==> src/core/usda_pkg.sv <==
// Constants for the aliased UART receive/transmit data port
package usda_pkg;

    // Alias window: sixteen words, alias 2 at its printed address
    localparam logic [31:0] ALIAS_BASE = 32'h5000_1030;
    localparam logic [31:0] ALIAS_2_ADDR = 32'h5000_1038;
    localparam logic [31:0] ALIAS_SPAN = 32'h0000_0040;

    // Control and line status words
    localparam logic [31:0] CTRL_ADDR = 32'h5000_1080;
    localparam logic [31:0] LINE_STATUS_ADDR = 32'h5000_1084;

    // Control field positions
    localparam int CTRL_FIFO_EN_BIT = 0;
    localparam int CTRL_IR_MODE_BIT = 1;

    // Line status field positions
    localparam int LSR_DATA_READY_BIT = 0;
    localparam int LSR_OVERRUN_BIT = 1;
    localparam int LSR_HOLDING_EMPTY_BIT = 5;

    // Reset values
    localparam logic CTRL_FIFO_EN_RESET = 1'b0;
    localparam logic CTRL_IR_MODE_RESET = 1'b0;
    localparam logic [7:0] DATA_RESET = 8'h00;

    // FIFO geometry
    localparam int FIFO_PTR_W = 4;
    localparam logic [4:0] FIFO_DEPTH = 5'h10;

    // AXI responses
    localparam logic [1:0] RESP_OKAY = 2'h0;
    localparam logic [1:0] RESP_SLVERR = 2'h2;

endpackage : usda_pkg

==> src/core/usda_top.sv <==
// Aliased UART data port with receive and transmit FIFOs over AXI4-Lite
`timescale 1ns/1ps

module usda_top (
    // Clock and reset
    input wire logic mclk_i,
    input wire logic reset_i,

    // AXI4-Lite write address
    input wire logic [31:0] s_axi_awaddr_i,
    input wire logic s_axi_awvalid_i,
    output logic s_axi_awready_o,

    // AXI4-Lite write data
    input wire logic [31:0] s_axi_wdata_i,
    input wire logic [3:0] s_axi_wstrb_i,
    input wire logic s_axi_wvalid_i,
    output logic s_axi_wready_o,

    // AXI4-Lite write response
    output logic [1:0] s_axi_bresp_o,
    output logic s_axi_bvalid_o,
    input wire logic s_axi_bready_i,

    // AXI4-Lite read address
    input wire logic [31:0] s_axi_araddr_i,
    input wire logic s_axi_arvalid_i,
    output logic s_axi_arready_o,

    // AXI4-Lite read data
    output logic [31:0] s_axi_rdata_o,
    output logic [1:0] s_axi_rresp_o,
    output logic s_axi_rvalid_o,
    input wire logic s_axi_rready_i,

    // Received characters from the deserialisers
    input wire logic [7:0] rx_uart_byte_i,
    input wire logic rx_uart_valid_i,
    input wire logic [7:0] rx_ir_byte_i,
    input wire logic rx_ir_valid_i,

    // Characters toward the serialisers
    output logic [7:0] tx_byte_o,
    output logic tx_uart_valid_o,
    output logic tx_ir_valid_o,
    input wire logic tx_take_i,

    // Flags toward the rest of the UART
    output logic rx_data_ready_flag_o,
    output logic tx_holding_empty_flag_o,
    output logic overrun_o,
    output logic fifo_enable_o
);

    // Any of the sixteen word-aligned aliases
    function automatic logic is_alias(input logic [31:0] a);
        is_alias = (a >= usda_pkg::ALIAS_BASE) &&
                   (a < (usda_pkg::ALIAS_BASE + usda_pkg::ALIAS_SPAN)) &&
                   (a[1:0] == 2'h0);
    endfunction : is_alias

    // Bus state and next values
    logic awready, wready, aw_held, w_held, w_lane0, bvalid, arready, rvalid;
    logic [31:0] aw_addr, rdata, next_aw_addr, next_rdata;
    logic [7:0] w_byte, next_w_byte;
    logic [1:0] bresp, rresp, next_bresp, next_rresp;
    logic next_awready, next_wready, next_aw_held, next_w_held;
    logic next_w_lane0, next_bvalid, next_arready, next_rvalid;

    // Control and status state
    logic fifo_en, ir_mode, overrun;
    logic next_fifo_en, next_ir_mode, next_overrun;

    // Receive store
    logic [7:0] rx_mem [16];
    logic [3:0] rx_rd, rx_wr, next_rx_rd, next_rx_wr, rx_waddr;
    logic [4:0] rx_cnt, next_rx_cnt;
    logic rx_wen;
    logic [7:0] rx_wdata;

    // Transmit store
    logic [7:0] tx_mem [16];
    logic [3:0] tx_rd, tx_wr, next_tx_rd, next_tx_wr, tx_waddr;
    logic [4:0] tx_cnt, next_tx_cnt;
    logic tx_wen;
    logic [7:0] tx_wdata;

    // Registered line-side outputs
    logic [7:0] tx_byte, next_tx_byte;
    logic tx_uart_valid, tx_ir_valid, dr_flag, tx_holding_empty_flag_flag;
    logic next_tx_uart_valid, next_tx_ir_valid, next_dr_flag, next_tx_holding_empty_flag_flag;

    // Decoded events shared by both groups
    logic wr_fire, wr_alias, wr_ctrl, rd_take, rd_alias, rd_status, flush;

    assign wr_fire = aw_held && w_held && !bvalid;
    assign wr_alias = wr_fire && is_alias(aw_addr) && w_lane0;
    assign wr_ctrl = wr_fire && (aw_addr == usda_pkg::CTRL_ADDR) && w_lane0;
    assign rd_take = s_axi_arvalid_i && arready;
    assign rd_alias = rd_take && is_alias(s_axi_araddr_i);
    assign rd_status = rd_take &&
                       (s_axi_araddr_i == usda_pkg::LINE_STATUS_ADDR);
    // Switching FIFO mode empties both stores, so no half-valid queue
    assign flush = wr_ctrl &&
        (w_byte[usda_pkg::CTRL_FIFO_EN_BIT] != fifo_en);

    // Bus handshakes, control register and read data
    always_comb begin
        logic [31:0] stat;
        stat = 32'h0000_0000;
        next_awready = awready;
        next_wready = wready;
        next_aw_held = aw_held;
        next_w_held = w_held;
        next_aw_addr = aw_addr;
        next_w_byte = w_byte;
        next_w_lane0 = w_lane0;
        next_bvalid = bvalid;
        next_bresp = bresp;
        next_arready = arready;
        next_rvalid = rvalid;
        next_rdata = rdata;
        next_rresp = rresp;
        next_fifo_en = fifo_en;
        next_ir_mode = ir_mode;
        stat[usda_pkg::LSR_DATA_READY_BIT] = dr_flag;
        stat[usda_pkg::LSR_OVERRUN_BIT] = overrun;
        stat[usda_pkg::LSR_HOLDING_EMPTY_BIT] = tx_holding_empty_flag_flag;
        // Address and data are caught in either order
        if (s_axi_awvalid_i && awready) begin
            next_aw_held = 1'b1;
            next_awready = 1'b0;
            next_aw_addr = s_axi_awaddr_i;
        end
        if (s_axi_wvalid_i && wready) begin
            next_w_held = 1'b1;
            next_wready = 1'b0;
            next_w_byte = s_axi_wdata_i[7:0];
            next_w_lane0 = s_axi_wstrb_i[0];
        end
        if (wr_fire) begin
            next_bvalid = 1'b1;
            if (is_alias(aw_addr) || (aw_addr == usda_pkg::CTRL_ADDR) ||
                (aw_addr == usda_pkg::LINE_STATUS_ADDR)) begin
                next_bresp = usda_pkg::RESP_OKAY;
            end else begin
                next_bresp = usda_pkg::RESP_SLVERR;
            end
        end
        if (wr_ctrl) begin
            next_fifo_en = w_byte[usda_pkg::CTRL_FIFO_EN_BIT];
            next_ir_mode = w_byte[usda_pkg::CTRL_IR_MODE_BIT];
        end
        // Readies return only once the response is accepted
        if (bvalid && s_axi_bready_i) begin
            next_bvalid = 1'b0;
            next_aw_held = 1'b0;
            next_w_held = 1'b0;
            next_awready = 1'b1;
            next_wready = 1'b1;
        end
        // Read answered one cycle after the address is taken
        if (rd_take) begin
            next_arready = 1'b0;
            next_rvalid = 1'b1;
            next_rresp = usda_pkg::RESP_OKAY;
            if (is_alias(s_axi_araddr_i)) begin
                // Empty store reads zero, never an unwritten slot
                if (rx_cnt != 5'h00) begin
                    next_rdata = {24'h000000, rx_mem[rx_rd]};
                end else begin
                    next_rdata = 32'h0000_0000;
                end
            end else if (s_axi_araddr_i == usda_pkg::CTRL_ADDR) begin
                next_rdata = {30'h0000_0000, ir_mode, fifo_en};
            end else if (s_axi_araddr_i == usda_pkg::LINE_STATUS_ADDR) begin
                next_rdata = stat;
            end else begin
                next_rdata = 32'h0000_0000;
                next_rresp = usda_pkg::RESP_SLVERR;
            end
        end
        if (rvalid && s_axi_rready_i) begin
            next_rvalid = 1'b0;
            next_arready = 1'b1;
        end
    end

    // Bus and control registers
    always_ff @(posedge mclk_i) begin
        if (reset_i) begin
            awready <= 1'b1;
            wready <= 1'b1;
            aw_held <= 1'b0;
            w_held <= 1'b0;
            aw_addr <= 32'h0000_0000;
            w_byte <= usda_pkg::DATA_RESET;
            w_lane0 <= 1'b0;
            bvalid <= 1'b0;
            bresp <= usda_pkg::RESP_OKAY;
            arready <= 1'b1;
            rvalid <= 1'b0;
            rdata <= 32'h0000_0000;
            rresp <= usda_pkg::RESP_OKAY;
            fifo_en <= usda_pkg::CTRL_FIFO_EN_RESET;
            ir_mode <= usda_pkg::CTRL_IR_MODE_RESET;
        end else begin
            awready <= next_awready;
            wready <= next_wready;
            aw_held <= next_aw_held;
            w_held <= next_w_held;
            aw_addr <= next_aw_addr;
            w_byte <= next_w_byte;
            w_lane0 <= next_w_lane0;
            bvalid <= next_bvalid;
            bresp <= next_bresp;
            arready <= next_arready;
            rvalid <= next_rvalid;
            rdata <= next_rdata;
            rresp <= next_rresp;
            fifo_en <= next_fifo_en;
            ir_mode <= next_ir_mode;
        end
    end

    // Receive and transmit stores, flags and line outputs
    always_comb begin
        logic rx_arrive;
        logic [7:0] rx_in;
        logic rx_pop;
        logic [4:0] rx_left;
        logic tx_pop;
        logic [4:0] tx_left;
        logic ovr_evt;
        rx_arrive = ir_mode ? rx_ir_valid_i : rx_uart_valid_i;
        rx_in = ir_mode ? rx_ir_byte_i : rx_uart_byte_i;
        rx_pop = rd_alias && (rx_cnt != 5'h00);
        rx_left = rx_cnt - {4'h0, rx_pop};
        tx_pop = tx_take_i && (tx_cnt != 5'h00);
        tx_left = tx_cnt - {4'h0, tx_pop};
        ovr_evt = 1'b0;
        rx_wen = 1'b0;
        rx_waddr = rx_wr;
        rx_wdata = rx_in;
        tx_wen = 1'b0;
        tx_waddr = tx_wr;
        tx_wdata = w_byte;
        next_rx_rd = rx_rd + {3'h0, rx_pop};
        next_rx_wr = rx_wr;
        next_rx_cnt = rx_left;
        next_tx_rd = tx_rd + {3'h0, tx_pop};
        next_tx_wr = tx_wr;
        next_tx_cnt = tx_left;
        // Receive side
        if (rx_arrive) begin
            if (fifo_en && (rx_left == usda_pkg::FIFO_DEPTH)) begin
                ovr_evt = 1'b1;
            end else if (!fifo_en && (rx_left != 5'h00)) begin
                rx_wen = 1'b1;
                rx_waddr = rx_rd;
                ovr_evt = 1'b1;
            end else begin
                rx_wen = 1'b1;
                next_rx_wr = rx_wr + 4'h1;
                next_rx_cnt = rx_left + 5'h01;
            end
        end
        // Transmit side; software is trusted to wait for holding-empty
        if (wr_alias) begin
            if (fifo_en && (tx_left == usda_pkg::FIFO_DEPTH)) begin
                tx_wen = 1'b0;
            end else if (!fifo_en && (tx_left != 5'h00)) begin
                tx_wen = 1'b1;
                tx_waddr = tx_rd;
            end else begin
                tx_wen = 1'b1;
                next_tx_wr = tx_wr + 4'h1;
                next_tx_cnt = tx_left + 5'h01;
            end
        end
        if (flush) begin
            rx_wen = 1'b0;
            tx_wen = 1'b0;
            next_rx_rd = 4'h0;
            next_rx_wr = 4'h0;
            next_rx_cnt = 5'h00;
            next_tx_rd = 4'h0;
            next_tx_wr = 4'h0;
            next_tx_cnt = 5'h00;
        end
        // Overrun is sticky; a new event beats the clear-on-read
        next_overrun = (overrun && !rd_status) || ovr_evt;
        next_dr_flag = next_rx_cnt != 5'h00;
        next_tx_holding_empty_flag_flag = next_tx_cnt == 5'h00;
        // Head byte looks through a same-cycle write into its slot
        if (next_tx_cnt == 5'h00) begin
            next_tx_byte = usda_pkg::DATA_RESET;
        end else if (tx_wen && (tx_waddr == next_tx_rd)) begin
            next_tx_byte = tx_wdata;
        end else begin
            next_tx_byte = tx_mem[next_tx_rd];
        end
        next_tx_uart_valid = (next_tx_cnt != 5'h00) && !next_ir_mode;
        next_tx_ir_valid = (next_tx_cnt != 5'h00) && next_ir_mode;
    end

    // Store memories: written only, never reset, to stay RAM-like
    always_ff @(posedge mclk_i) begin
        if (rx_wen) begin
            rx_mem[rx_waddr] <= rx_wdata;
        end
        if (tx_wen) begin
            tx_mem[tx_waddr] <= tx_wdata;
        end
    end

    // Store pointers, flags and line outputs
    always_ff @(posedge mclk_i) begin
        if (reset_i) begin
            rx_rd <= 4'h0;
            rx_wr <= 4'h0;
            rx_cnt <= 5'h00;
            tx_rd <= 4'h0;
            tx_wr <= 4'h0;
            tx_cnt <= 5'h00;
            overrun <= 1'b0;
            dr_flag <= 1'b0;
            tx_holding_empty_flag_flag <= 1'b1;
            tx_byte <= usda_pkg::DATA_RESET;
            tx_uart_valid <= 1'b0;
            tx_ir_valid <= 1'b0;
        end else begin
            rx_rd <= next_rx_rd;
            rx_wr <= next_rx_wr;
            rx_cnt <= next_rx_cnt;
            tx_rd <= next_tx_rd;
            tx_wr <= next_tx_wr;
            tx_cnt <= next_tx_cnt;
            overrun <= next_overrun;
            dr_flag <= next_dr_flag;
            tx_holding_empty_flag_flag <= next_tx_holding_empty_flag_flag;
            tx_byte <= next_tx_byte;
            tx_uart_valid <= next_tx_uart_valid;
            tx_ir_valid <= next_tx_ir_valid;
        end
    end

    // Port drive, all from flip-flops
    assign s_axi_awready_o = awready;
    assign s_axi_wready_o = wready;
    assign s_axi_bresp_o = bresp;
    assign s_axi_bvalid_o = bvalid;
    assign s_axi_arready_o = arready;
    assign s_axi_rdata_o = rdata;
    assign s_axi_rresp_o = rresp;
    assign s_axi_rvalid_o = rvalid;
    assign tx_byte_o = tx_byte;
    assign tx_uart_valid_o = tx_uart_valid;
    assign tx_ir_valid_o = tx_ir_valid;
    assign rx_data_ready_flag_o = dr_flag;
    assign tx_holding_empty_flag_o = tx_holding_empty_flag_flag;
    assign overrun_o = overrun;
    assign fifo_enable_o = fifo_en;

endmodule : usda_top

==> config.mk <==
export PLATFORM = sky130hd
export DESIGN_NAME = usda_top
export DESIGN_NICKNAME = d
export VERILOG_FILES = /design/src/core/usda_pkg.sv /design/src/core/usda_top.sv
export SDC_FILE = /design/constraint.sdc
export NUM_CORES = 1
export LEC_CHECK = 0
export BUFFER_PORTS_ARGS = -buffer_cell sky130_fd_sc_hd__buf_4
export CAP_MARGIN = 25
export CELL_PAD_IN_SITES_DETAIL_PLACEMENT = 1
export CELL_PAD_IN_SITES_GLOBAL_PLACEMENT = 1
export CORE_MARGIN = 1.5
export CORE_UTILIZATION = 45
export CTS_CLUSTER_DIAMETER = 80
export CTS_CLUSTER_SIZE = 20
export DETAILED_ROUTE_END_ITERATION = 8
export PLACE_DENSITY = 0.85
export SLEW_MARGIN = 20
export SYNTH_ARGS = -nofsm -noshare
export SYNTH_HDL_FRONTEND = slang
export SYNTH_SLANG_ARGS = --single-unit
export TNS_END_PERCENT = 100
==> constraint.sdc <==
create_clock -name mclk_i -period 11.65 [get_ports mclk_i]
set_input_delay 2.33 -clock mclk_i [delete_from_list [all_inputs] [get_ports mclk_i]]
set_output_delay 2.33 -clock mclk_i [all_outputs]
set_load 0.02 [all_outputs]
==> results of run 1 <==
-- through the flow --
stage / cell area [um2] / cells / utilization
floorplan: 15200 / 1129 / -
global placement: 16400 / 1632 / 0.492
detailed placement: 16400 / 1633 / 0.493
CTS: 17100 / 1675 / 0.513
global route: 17100 / 1676 / 0.514
finish: 17100 / 1676 / 0.514
-- layout make-up --
cell class | count | area share
Sequential cell | 355 | 0.564
Multi-Input combinational cell | 665 | 0.296
Timing Repair Buffer | 138 | 0.0613
Clock buffer | 36 | 0.0364
Tap cell | 448 | 0.0327
Inverter | 28 | 0.00613
Clock inverter | 6 | 0.00350
-- cell usage in the layout (no fill, tap or decap), drive strengths merged, types with 5 or more instances in the layout --
master,n
mux2,14
and2,8
ha,14
xor2,8
o21a,5
inv,33
nand2,115
nor2b,12
xnor2,20
conb,26
o22ai,8
a211oi,13
clkbuf,36
nand3b,7
nand2b,5
o21ai,17
a21oi,66
edfxtp,256
a31oi,13
buf,138
and3,12
nor4b,6
dfxtp,99
mux2i,29
nand3,8
mux4,49
nor3b,9
o221ai,20
a22oi,7
nor4,17
nand4,10
nor3,14
nor2,82
-- power groups by stage --
stage / clock, mW / combinational, mW / sequential [mW]
finish: 0.803 / 0.166 / 1.40
floorplan: 0 / 0.104 / 1.43
CTS: 0.817 / 0.166 / 1.40
global route: 0.858 / 0.181 / 1.41
global placement: 0 / 0.157 / 1.43
detailed placement: 0 / 0.165 / 1.43
-- worst max-delay path, stage by stage --
cell and delay, ns:
buf_4 0.11, nor4b_1 0.13, nand3_1 0.09, nor2_1 0.06
and3_1 0.17, nand4_1 0.10, clkinv_1 0.33, ha_1 0.35
ha_1 0.21, xnor2_1 0.54, and3_1 0.33, a211o_1 0.37
mux2i_1 0.19, nor2b_1 0.22, nand2b_1 0.18, nor2_1 0.88
-- routing by layer --
metal	part of all wire	GRT usage
met4	0.023	0.0636
met1	0.41	0.269
met5	0	0
met2	0.52	0.381
met3	0.050	0.0278
-- registers in the layout, summed over array words and instances, names as in the netlist, 4 cells and up --
register	flops
tx_mem	128
rx_mem	128
tx_wr	4
tx_cnt	5
tx_wdata	8
rx_rd	4
rx_wr	4
tx_byte_o	8
s_axi_rdata_o	8
aw_addr	32
tx_rd	4
rx_cnt	5
-- cell families (layout without fill, tap and decap cells) --
group | count (synthesis) | count (layout) | synth area share
adder cells (fa/ha/maj) | 14 | 14 | 0.0116
XOR/XNOR | 28 | 28 | 0.0162
AO/OA/AOI/OAI | 192 | 192 | 0.0898
flip-flops | 355 | 355 | 0.638
AND/OR/NAND/NOR | 313 | 313 | 0.106
multiplexers | 92 | 92 | 0.102
buffers and inverters | 109 | 208 | 0.0350
other | 1 | 26 | 0.000248
-- worst max-delay path by stage --
stage	start	to	cells past startpoint
after floorplan	s_axi_araddr_i[1]	rx_mem[0][0]	15
after global placement	s_axi_araddr_i[20]	rx_mem[2][2]	15
after detailed placement	s_axi_araddr_i[29]	rx_mem[10][3]	15
after CTS	s_axi_araddr_i[12]	rx_mem[10][3]	15
after global routing	s_axi_araddr_i[12]	rx_mem[8][6]	15
final	s_axi_araddr_i[12]	rx_mem[7][1]	16
==> out/results.ini, run 1 <==
[drt]
drtPass1Iterations = 5
routedWlPerCell_um = 22.2
drt_iter0_markers = 697
antenna_left = 0
viasPerCell = 5.71
drcViolationCount = 0
via_count = 9566
totalWireLength_mm = 37.3

[power]
power.internal_mw = 1.83
p_seq_frac = 0.592
swShare = 0.228
power.density_nw_per_um2 = 138
pwr-share-comb = 0.070
ir_worst_vdd_v = 0.000111
p_leak_nw = 5.92
clkPwrFrac = 0.338
total_power_mw = 2.37
power_switching_uw = 541

[global_routing]
grt_overflow = 0
grt_pass1_wl_mm = 57.8
grt_pass1_vias = 10000
grt_max_degree = 56
antenna_found_initial = 0
grt_use_total = 0.213

[synthesis]
ys_types = 83
synth_warnings = 0
synth_largest_area_cell = edfxtp_1
synth_commonest_cells = edfxtp_1, nand2_1, dfxtp_1
ys.flop_type = edfxtp_1
synth_area_um2 = 15100
synthTopCellsByArea = edfxtp_1, dfxtp_1, mux4_2
ys_seq_area_frac = 0.638
yosysMostFrequentCell = edfxtp_1
avgSynthCellArea_um2 = 13.7
synth_top_area_share = 0.508
postSynth.asyncResetShare = 0
synth-seq-cells = 355
synth_edf_count = 256
synthCells = 1104

[placement]
dp_hpwl_mm = 25.8
gp_congestion = 0.864
io_buffers = 127
pre_cts_ws_ns = 4.79

[floorplan]
start_util = 0.454
placementRows = 67
die_w_um = 186
fp.dieH_um = 186
dieArea_um2 = 34800
io_pins = 181
coreArea_um2 = 33400

[timing]
relSlewSlack = 0.257
postLayoutSetupSlackWorst_ns = 5.19
tightestPinTransition_ns = 1.11
fin_hold_ws_ns = 0.464
finalClockSkew_ns = 0.0387
slew_viol_final = 0
fin_crit_ns = 6.46
setup_viol_count_final = 0
rsz0062_at_grt = false
timing_hold_violations_final = 0
setup-tns-final_ns = 0
period_share = 0.554
max_freq_mhz = 155

[worst_setup_path]
crit_required_ns = 11.80
cp_max_fo = 10
rr_endpoint = rx_mem[7][1]
critical_path_class = input pin to flop
endpoint_kind = flop
r2r_cells = 13
cp-start-kind = input pin
r2r_start = rx_cnt[3]
reg2reg_setup_slack_ns = 6.80
worst-endpoint-arrival_ns = 6.60

[cts]
cts_root_buffer = clkbuf_16
h-tree-depth = 1
clock_latency_ns = 0.54
numClockSinks = 355
numCtsBuffers = 23
clockBufferDepth = 3
cts_resized = 0
cts_tree = done
cts_post_setup_buffers_inserted = 0
cts.reportedPaths.clkPinSlew_ns = 0.08
ctsHoldBuffers = 0

[finish]
fillers = 3404
multi_input_area_um2 = 5070
nNetsFinal = 1351
diodes = 0
drive_gt1_frac = 0.213
seq_area_um2 = 9670
syn_to_final_growth_pct = 13.2

[hold_path]
holdPathEnd = aw_addr[12]
min_path_cells = 2
worstHoldStart = aw_addr[12]
min_path_type = flop to flop

[job]
drv_cap = 0

[status]
status = completed

(Power assumes the default switching activity.)
==> inputs of run 2 (changes only) <==
==> constraint.sdc (replaced) <==
create_clock -name mclk_i -period 6.4 [get_ports mclk_i]
set_input_delay 1.28 -clock mclk_i [delete_from_list [all_inputs] [get_ports mclk_i]]
set_output_delay 1.28 -clock mclk_i [all_outputs]
set_load 0.02 [all_outputs]
==> out/results.ini, run 2 (synthesized netlist as in run 1, its figures left out) <==
[hold_path]
min_path_type = flop to flop  ; unchanged
holdPathEnd = aw_addr[10]  ; was aw_addr[12]
worstHoldStart = aw_addr[10]  ; was aw_addr[12]
min_path_cells = 2  ; unchanged

[power]
p_leak_nw = 5.90  ; was 5.92 nW
power.density_nw_per_um2 = 251  ; was 138 nW/um2
ir_worst_vdd_v = 0.000209  ; was 0.000111 V
total_power_mw = 4.30  ; was 2.37 mW

[floorplan]
fp.dieH_um = 186  ; unchanged
placementRows = 67  ; unchanged
die_w_um = 186  ; unchanged
coreArea_um2 = 33400  ; unchanged
start_util = 0.454  ; unchanged
dieArea_um2 = 34800  ; unchanged
io_pins = 181  ; unchanged

[finish]
layout_commonest_cell = edfxtp_1  ; unchanged
final_cells = 1676  ; unchanged
drive_gt1_frac = 0.214  ; was 0.213
reg_top3 = rx_mem (128), tx_mem (128), aw_addr (32)  ; unchanged
fin_util = 0.513  ; was 0.514
nNetsFinal = 1352  ; was 1351
final_cell_mix = edfxtp_1, buf_4, nand2_1, dfxtp_1, nor2_1  ; unchanged
diodes = 0  ; unchanged
syn_to_final_growth_pct = 13.1  ; was 13.2%

[worst_setup_path]
cp_max_fo = 10  ; unchanged
rr_endpoint = tx_mem[13][3]  ; was rx_mem[7][1]
r2r_cells = 11  ; was 13
crit_required_ns = 6.54  ; was 11.80 ns
endpoint_kind = flop  ; unchanged
reg2reg_setup_slack_ns = 1.87  ; was 6.80 ns
cp-start-kind = input pin  ; unchanged
r2r_start = tx_cnt[3]  ; was rx_cnt[3]
critical_path_class = input pin to flop  ; unchanged
worst-endpoint-arrival_ns = 5.31  ; was 6.60 ns

[timing]
slew_viol_final = 0  ; unchanged
setup_viol_count_final = 0  ; unchanged
rsz0062_at_grt = false  ; unchanged
finalClockSkew_ns = 0.0343  ; was 0.0387 ns
max_freq_mhz = 194
setup-tns-final_ns = 0  ; unchanged
timing_hold_violations_final = 0  ; unchanged
tightestPinTransition_ns = 1.03  ; was 1.11 ns
period_share = 0.807
fin_crit_ns = 5.16
relSlewSlack = 0.311  ; was 0.257

[drt]
totalWireLength_mm = 38.2  ; was 37.3 mm
routedWlPerCell_um = 22.8  ; was 22.2 um
viasPerCell = 5.77  ; was 5.71
antenna_left = 0  ; unchanged
via_count = 9667  ; was 9566
drtPass1Iterations = 5  ; unchanged
drt_iter0_markers = 812  ; was 697
drcViolationCount = 0  ; unchanged

[status]
status = completed  ; unchanged

[global_routing]
grt_pass1_wl_mm = 58.9  ; was 57.8 mm
grt_overflow = 0  ; unchanged
grt_max_degree = 58  ; was 56
grt_use_total = 0.218  ; was 0.213
antenna_found_initial = 0  ; unchanged
grt_pass1_vias = 10200  ; was 10.0k

[cts]
cts_tree = done  ; unchanged
h-tree-depth = 1  ; unchanged
clock_latency_ns = 0.55  ; was 0.54 ns
cts_resized = 0  ; unchanged
cts_post_setup_buffers_inserted = 0  ; unchanged
numClockSinks = 355  ; unchanged
numCtsBuffers = 22  ; was 23
cts_root_buffer = clkbuf_16  ; unchanged
clockBufferDepth = 3  ; unchanged
cts.reportedPaths.clkPinSlew_ns = 0.08  ; about the same
ctsHoldBuffers = 0  ; unchanged

[placement]
io_buffers = 127  ; unchanged
dp_cells = 1634  ; was 1633
gp_congestion = 0.860  ; was 0.864
dp_hpwl_mm = 26.6  ; was 25.8 mm

[job]
drv_cap = 0  ; unchanged

-- run 2: per-layer routing --
metal / global-route usage / up-vias / wire length, um
li1: - / 4356 / -
met1: 0.272 / 4908 / 15100
met2: 0.386 / 337 / 19800
met3: 0.0397 / 66 / 2350
met4: 0.0679 / 0 / 1030
met5: 0 / - / 0
-- run 2: stage by stage --
| stage | hold slack (ns) | worst slack (ns) | area [um2] |
|---|---|---|---|
| 2_1_floorplan | 0.431 | 1.72 | 15200 |
| 5_1_grt | 0.482 | 0.967 | 17100 |
| 4_1_cts | 0.460 | 1.18 | 17100 |
| 3_5_place_dp | 0.448 | 0.695 | 16400 |
| 6_report | 0.458 | 1.24 | 17100 |
| 3_3_place_gp | 0.442 | 1.13 | 16400 |
-- run 2: final cells by class --
type                            count  area (um2)
Clock buffer                       36         624
Clock inverter                      4        33.8
Fill cell                        3422       16200
Inverter                           28         105
Multi-Input combinational cell    665        5070
Sequential cell                   355        9670
Tap cell                          448         561
Timing Repair Buffer              140        1070
-- run 2: worst max-delay path by stage --
stage	start	endpoint	slack, ns	cells after the start
finish	s_axi_araddr_i[20]	rx_mem[7][3]	1.24	16
global route	s_axi_araddr_i[29]	rx_mem[7][3]	0.97	16
CTS	s_axi_araddr_i[20]	rx_mem[7][6]	1.18	16
detailed placement	s_axi_araddr_i[20]	rx_mem[7][7]	0.69	16
global placement	s_axi_araddr_i[29]	rx_mem[6][3]	1.13	15
floorplan	s_axi_araddr_i[1]	rx_mem[0][0]	1.72	15
-- run 2: power by group --
group          leakage, nW  switching (mW)  total, mW  internal [mW]
Sequential            3.23          0.0471       2.56           2.51
Clock                0.305           0.760       1.44          0.679
Combinational         2.36           0.174      0.302          0.129
Total                 5.90           0.981       4.30           3.32
-- run 2: critical path: stages --
cell	delay (ns)
buf_4	0.11
nor4b_1	0.33
nand3_1	0.16
nor2_1	0.15
and3_1	0.19
nand4_1	0.10
clkinv_1	0.07
ha_1	0.17
ha_1	0.20
nor3b_1	0.44
xnor2_1	0.19
a211o_1	0.48
mux2i_1	0.23
nor2b_1	0.27
nand2b_1	0.18
nor2_1	0.75
==> inputs of run 3 (changes only) <==
--- a/config.mk
+++ b/config.mk
@@ -5,16 +5,17 @@
 export SDC_FILE = /design/constraint.sdc
 export NUM_CORES = 1
 export LEC_CHECK = 0
+export ABC_AREA = 1
 export BUFFER_PORTS_ARGS = -buffer_cell sky130_fd_sc_hd__buf_4
 export CAP_MARGIN = 25
 export CELL_PAD_IN_SITES_DETAIL_PLACEMENT = 1
 export CELL_PAD_IN_SITES_GLOBAL_PLACEMENT = 1
 export CORE_MARGIN = 1.5
-export CORE_UTILIZATION = 45
+export CORE_UTILIZATION = 41
 export CTS_CLUSTER_DIAMETER = 80
 export CTS_CLUSTER_SIZE = 20
 export DETAILED_ROUTE_END_ITERATION = 8
-export PLACE_DENSITY = 0.85
+export PLACE_DENSITY = 0.86
 export SLEW_MARGIN = 20
 export SYNTH_ARGS = -nofsm -noshare
 export SYNTH_HDL_FRONTEND = slang
==> constraint.sdc (replaced) <==
create_clock -name mclk_i -period 4.21 [get_ports mclk_i]
set_input_delay 0.842 -clock mclk_i [delete_from_list [all_inputs] [get_ports mclk_i]]
set_output_delay 0.842 -clock mclk_i [all_outputs]
set_load 0.02 [all_outputs]
==> out/results.ini, run 3 <==
[status]
status = completed  ; unchanged

[synthesis]
avgSynthCellArea_um2 = 9.69  ; was 13.7 um2
ys_types = 47  ; was 83
synth_area_um2 = 15600  ; was 15100 um2
postSynth.asyncResetShare = 0  ; unchanged
ys_seq_area_frac = 0.620  ; was 0.638
synth_commonest_cells = nor2_1, edfxtp_1, nand2_1  ; was edfxtp_1, nand2_1, dfxtp_1
synthCells = 1610  ; was 1104
synth_largest_area_cell = edfxtp_1  ; unchanged
synth_warnings = 0  ; unchanged
synth_edf_count = 256  ; unchanged
ys.flop_type = edfxtp_1  ; unchanged
synth-seq-cells = 355  ; unchanged
synth_top_area_share = 0.493  ; was 0.508
yosysMostFrequentCell = nor2_1  ; was edfxtp_1
synthTopCellsByArea = edfxtp_1, dfxtp_1, nor2_1  ; was edfxtp_1, dfxtp_1, mux4_2

[drt]
routedWlPerCell_um = 19.4  ; was 22.8 um
drt_iter0_markers = 845  ; was 812
viasPerCell = 5.37  ; was 5.77
drcViolationCount = 0  ; unchanged
totalWireLength_mm = 44.2  ; was 38.2 mm
drtPass1Iterations = 5  ; unchanged
via_count = 12200  ; was 9667
antenna_left = 0  ; unchanged

[placement]
io_buffers = 127  ; unchanged
gp_congestion = 0.865  ; was 0.860
dp_hpwl_mm = 30.3  ; was 26.6 mm

[timing]
period_share = 0.904
max_freq_mhz = 263
relSlewSlack = 0.311  ; about the same
setup_viol_count_final = 0  ; unchanged
fin_crit_ns = 3.81
tightestPinTransition_ns = 1.03  ; about the same
slew_viol_final = 0  ; unchanged
rsz0062_at_grt = false  ; unchanged
setup-tns-final_ns = 0  ; unchanged
timing_hold_violations_final = 0  ; unchanged
finalClockSkew_ns = 0.0321  ; was 0.0343 ns

[cts]
clock_latency_ns = 0.56  ; was 0.55 ns
cts_post_setup_buffers_inserted = 0  ; unchanged
cts.reportedPaths.clkPinSlew_ns = 0.08  ; about the same
h-tree-depth = 1  ; unchanged
numClockSinks = 355  ; unchanged
cts_tree = done  ; unchanged
cts_root_buffer = clkbuf_16  ; unchanged
clockBufferDepth = 3  ; unchanged
numCtsBuffers = 23  ; was 22

[power]
p_leak_nw = 7.19  ; was 5.90 nW
pwr-share-comb = 0.289  ; was 0.070
power.internal_mw = 5.77  ; was 3.32 mW
ir_worst_vdd_v = 0.000331  ; was 0.000209 V
total_power_mw = 8.89  ; was 4.30 mW
swShare = 0.352  ; was 0.228
clkPwrFrac = 0.256  ; was 0.335
power_switching_mw = 3.13  ; was 981 uW
power.density_nw_per_um2 = 496  ; was 251 nW/um2
p_seq_frac = 0.455  ; was 0.595

[finish]
diodes = 0  ; unchanged
nNetsFinal = 1893  ; was 1352
fillers = 4270  ; was 3422
multi_input_area_um2 = 4990  ; was 5070 um2
drive_gt1_frac = 0.146  ; was 0.214
final_cell_mix = nor2_1, edfxtp_1, nand2_1, buf_4, nand3_1  ; was edfxtp_1, buf_4, nand2_1, dfxtp_1, nor2_1
syn_to_final_growth_pct = 14.9  ; was 13.1%
layout_commonest_cell = nor2_1  ; was edfxtp_1
reg_top3 = rx_mem (128), tx_mem (128), aw_addr (32)  ; unchanged
seq_area_um2 = 9670  ; unchanged

[worst_setup_path]
crit_required_ns = 4.49  ; was 6.54 ns
endpoint_kind = flop  ; unchanged
cp_max_fo = 8  ; was 10
worst-endpoint-arrival_ns = 4.08  ; was 5.31 ns
cp-start-kind = input pin  ; unchanged
critical_path_class = input pin to flop  ; unchanged

[global_routing]
grt_pass1_vias = 12800  ; was 10.2k
grt_overflow = 0  ; unchanged
grt_pass1_wl_mm = 69.1  ; was 58.9 mm
grt_use_total = 0.227  ; was 0.218
antenna_found_initial = 0  ; unchanged
grt_max_degree = 68  ; was 58

[floorplan]
dieArea_um2 = 39200  ; was 34800 um2
start_util = 0.415  ; was 0.454
placementRows = 71  ; was 67
io_pins = 181  ; unchanged
die_w_um = 198  ; was 186 um
fp.dieH_um = 198  ; was 186 um
coreArea_um2 = 37600  ; was 33400 um2

[hold_path]
min_path_type = flop to flop  ; unchanged

[job]
drv_cap = 0  ; unchanged

## run 3: stage by stage
stage                      util  worst slack, ns  cell area, um2  cells  hold slack (ns)
after floorplan               -            0.222           15700   1635            0.430
after global placement    0.458           0.0817           17200   2239            0.454
after detailed placement  0.458           -0.109           17200   2239            0.463
after CTS                 0.477            0.455           17900   2281            0.477
after global routing      0.477           0.0136           17900   2281            0.490
final                     0.477            0.404           17900   2281            0.477
## run 3: area by class of cell
| class | instances | share of cell area |
|---|---|---|
| clock buffers | 36 | 0.0354 |
| clock inverters | 6 | 0.00342 |
| inverters | 138 | 0.0292 |
| multi-input cells | 1049 | 0.279 |
| flip-flops and latches | 355 | 0.540 |
| well taps | 511 | 0.0357 |
| repair buffers | 186 | 0.0779 |
## run 3: critical path, stage by stage
cell and delay, ns:
buf_4 0.11, nor4_1 0.28, nand3_1 0.20, nor3_2 0.26, ha_1 0.21, ha_1 0.29
ha_1 0.20, nand2_1 0.10, nor2_1 0.08, nand2_1 0.09, nand2_1 0.06, inv_1 0.08
nand2_1 0.15, o21ai_0 0.43, nand2_1 0.22, nor2_1 0.28, buf_4 0.19
## run 3: power by group through the flow
stage,registers [mW],logic (mW),clock network (mW)
CTS,4.05,2.57,2.31
finish,4.05,2.57,2.28
global placement,4.11,2.40,0
floorplan,4.14,1.69,0
global route,4.07,2.87,2.41
detailed placement,4.12,2.53,0
## run 3: kinds of logic (layout without fill, tap and decap cells)
logic type / count (synthesis) / in the layout / share of synthesized area
AND/OR/NAND/NOR: 754 / 754 / 0.210
flip-flops: 355 / 355 / 0.620
AO/OA/AOI/OAI: 246 / 246 / 0.0876
buffers and inverters: 231 / 366 / 0.0659
adder cells (fa/ha/maj): 14 / 14 / 0.0112
XOR/XNOR: 9 / 9 / 0.00505
other: 1 / 26 / 0.000240
## run 3: layer usage
metal / track usage / routed length [um] / vias up
met5: 0 / 0 / -
met4: 0.0817 / 1290 / 0
met3: 0.0414 / 3100 / 95
met2: 0.401 / 21900 / 460
met1: 0.277 / 17900 / 5988
li1: - / - / 5701
## run 3: final timing paths
path,slack (ns),cells after the start,end,start
max,0.40,17,rx_mem[8][5],s_axi_araddr_i[19]
min,0.48,2,s_axi_rdata_o[2],s_axi_rdata_o[2]
max reg2reg,0.48,18,tx_mem[12][4],tx_cnt[3]
min reg2reg,0.48,2,s_axi_rdata_o[2],s_axi_rdata_o[2]
## run 3: repair_timing
action                     in CTS  in global routing
hold buffers                    0                  0
setup endpoints to repair       0                 16
gates resized for setup         0                  2
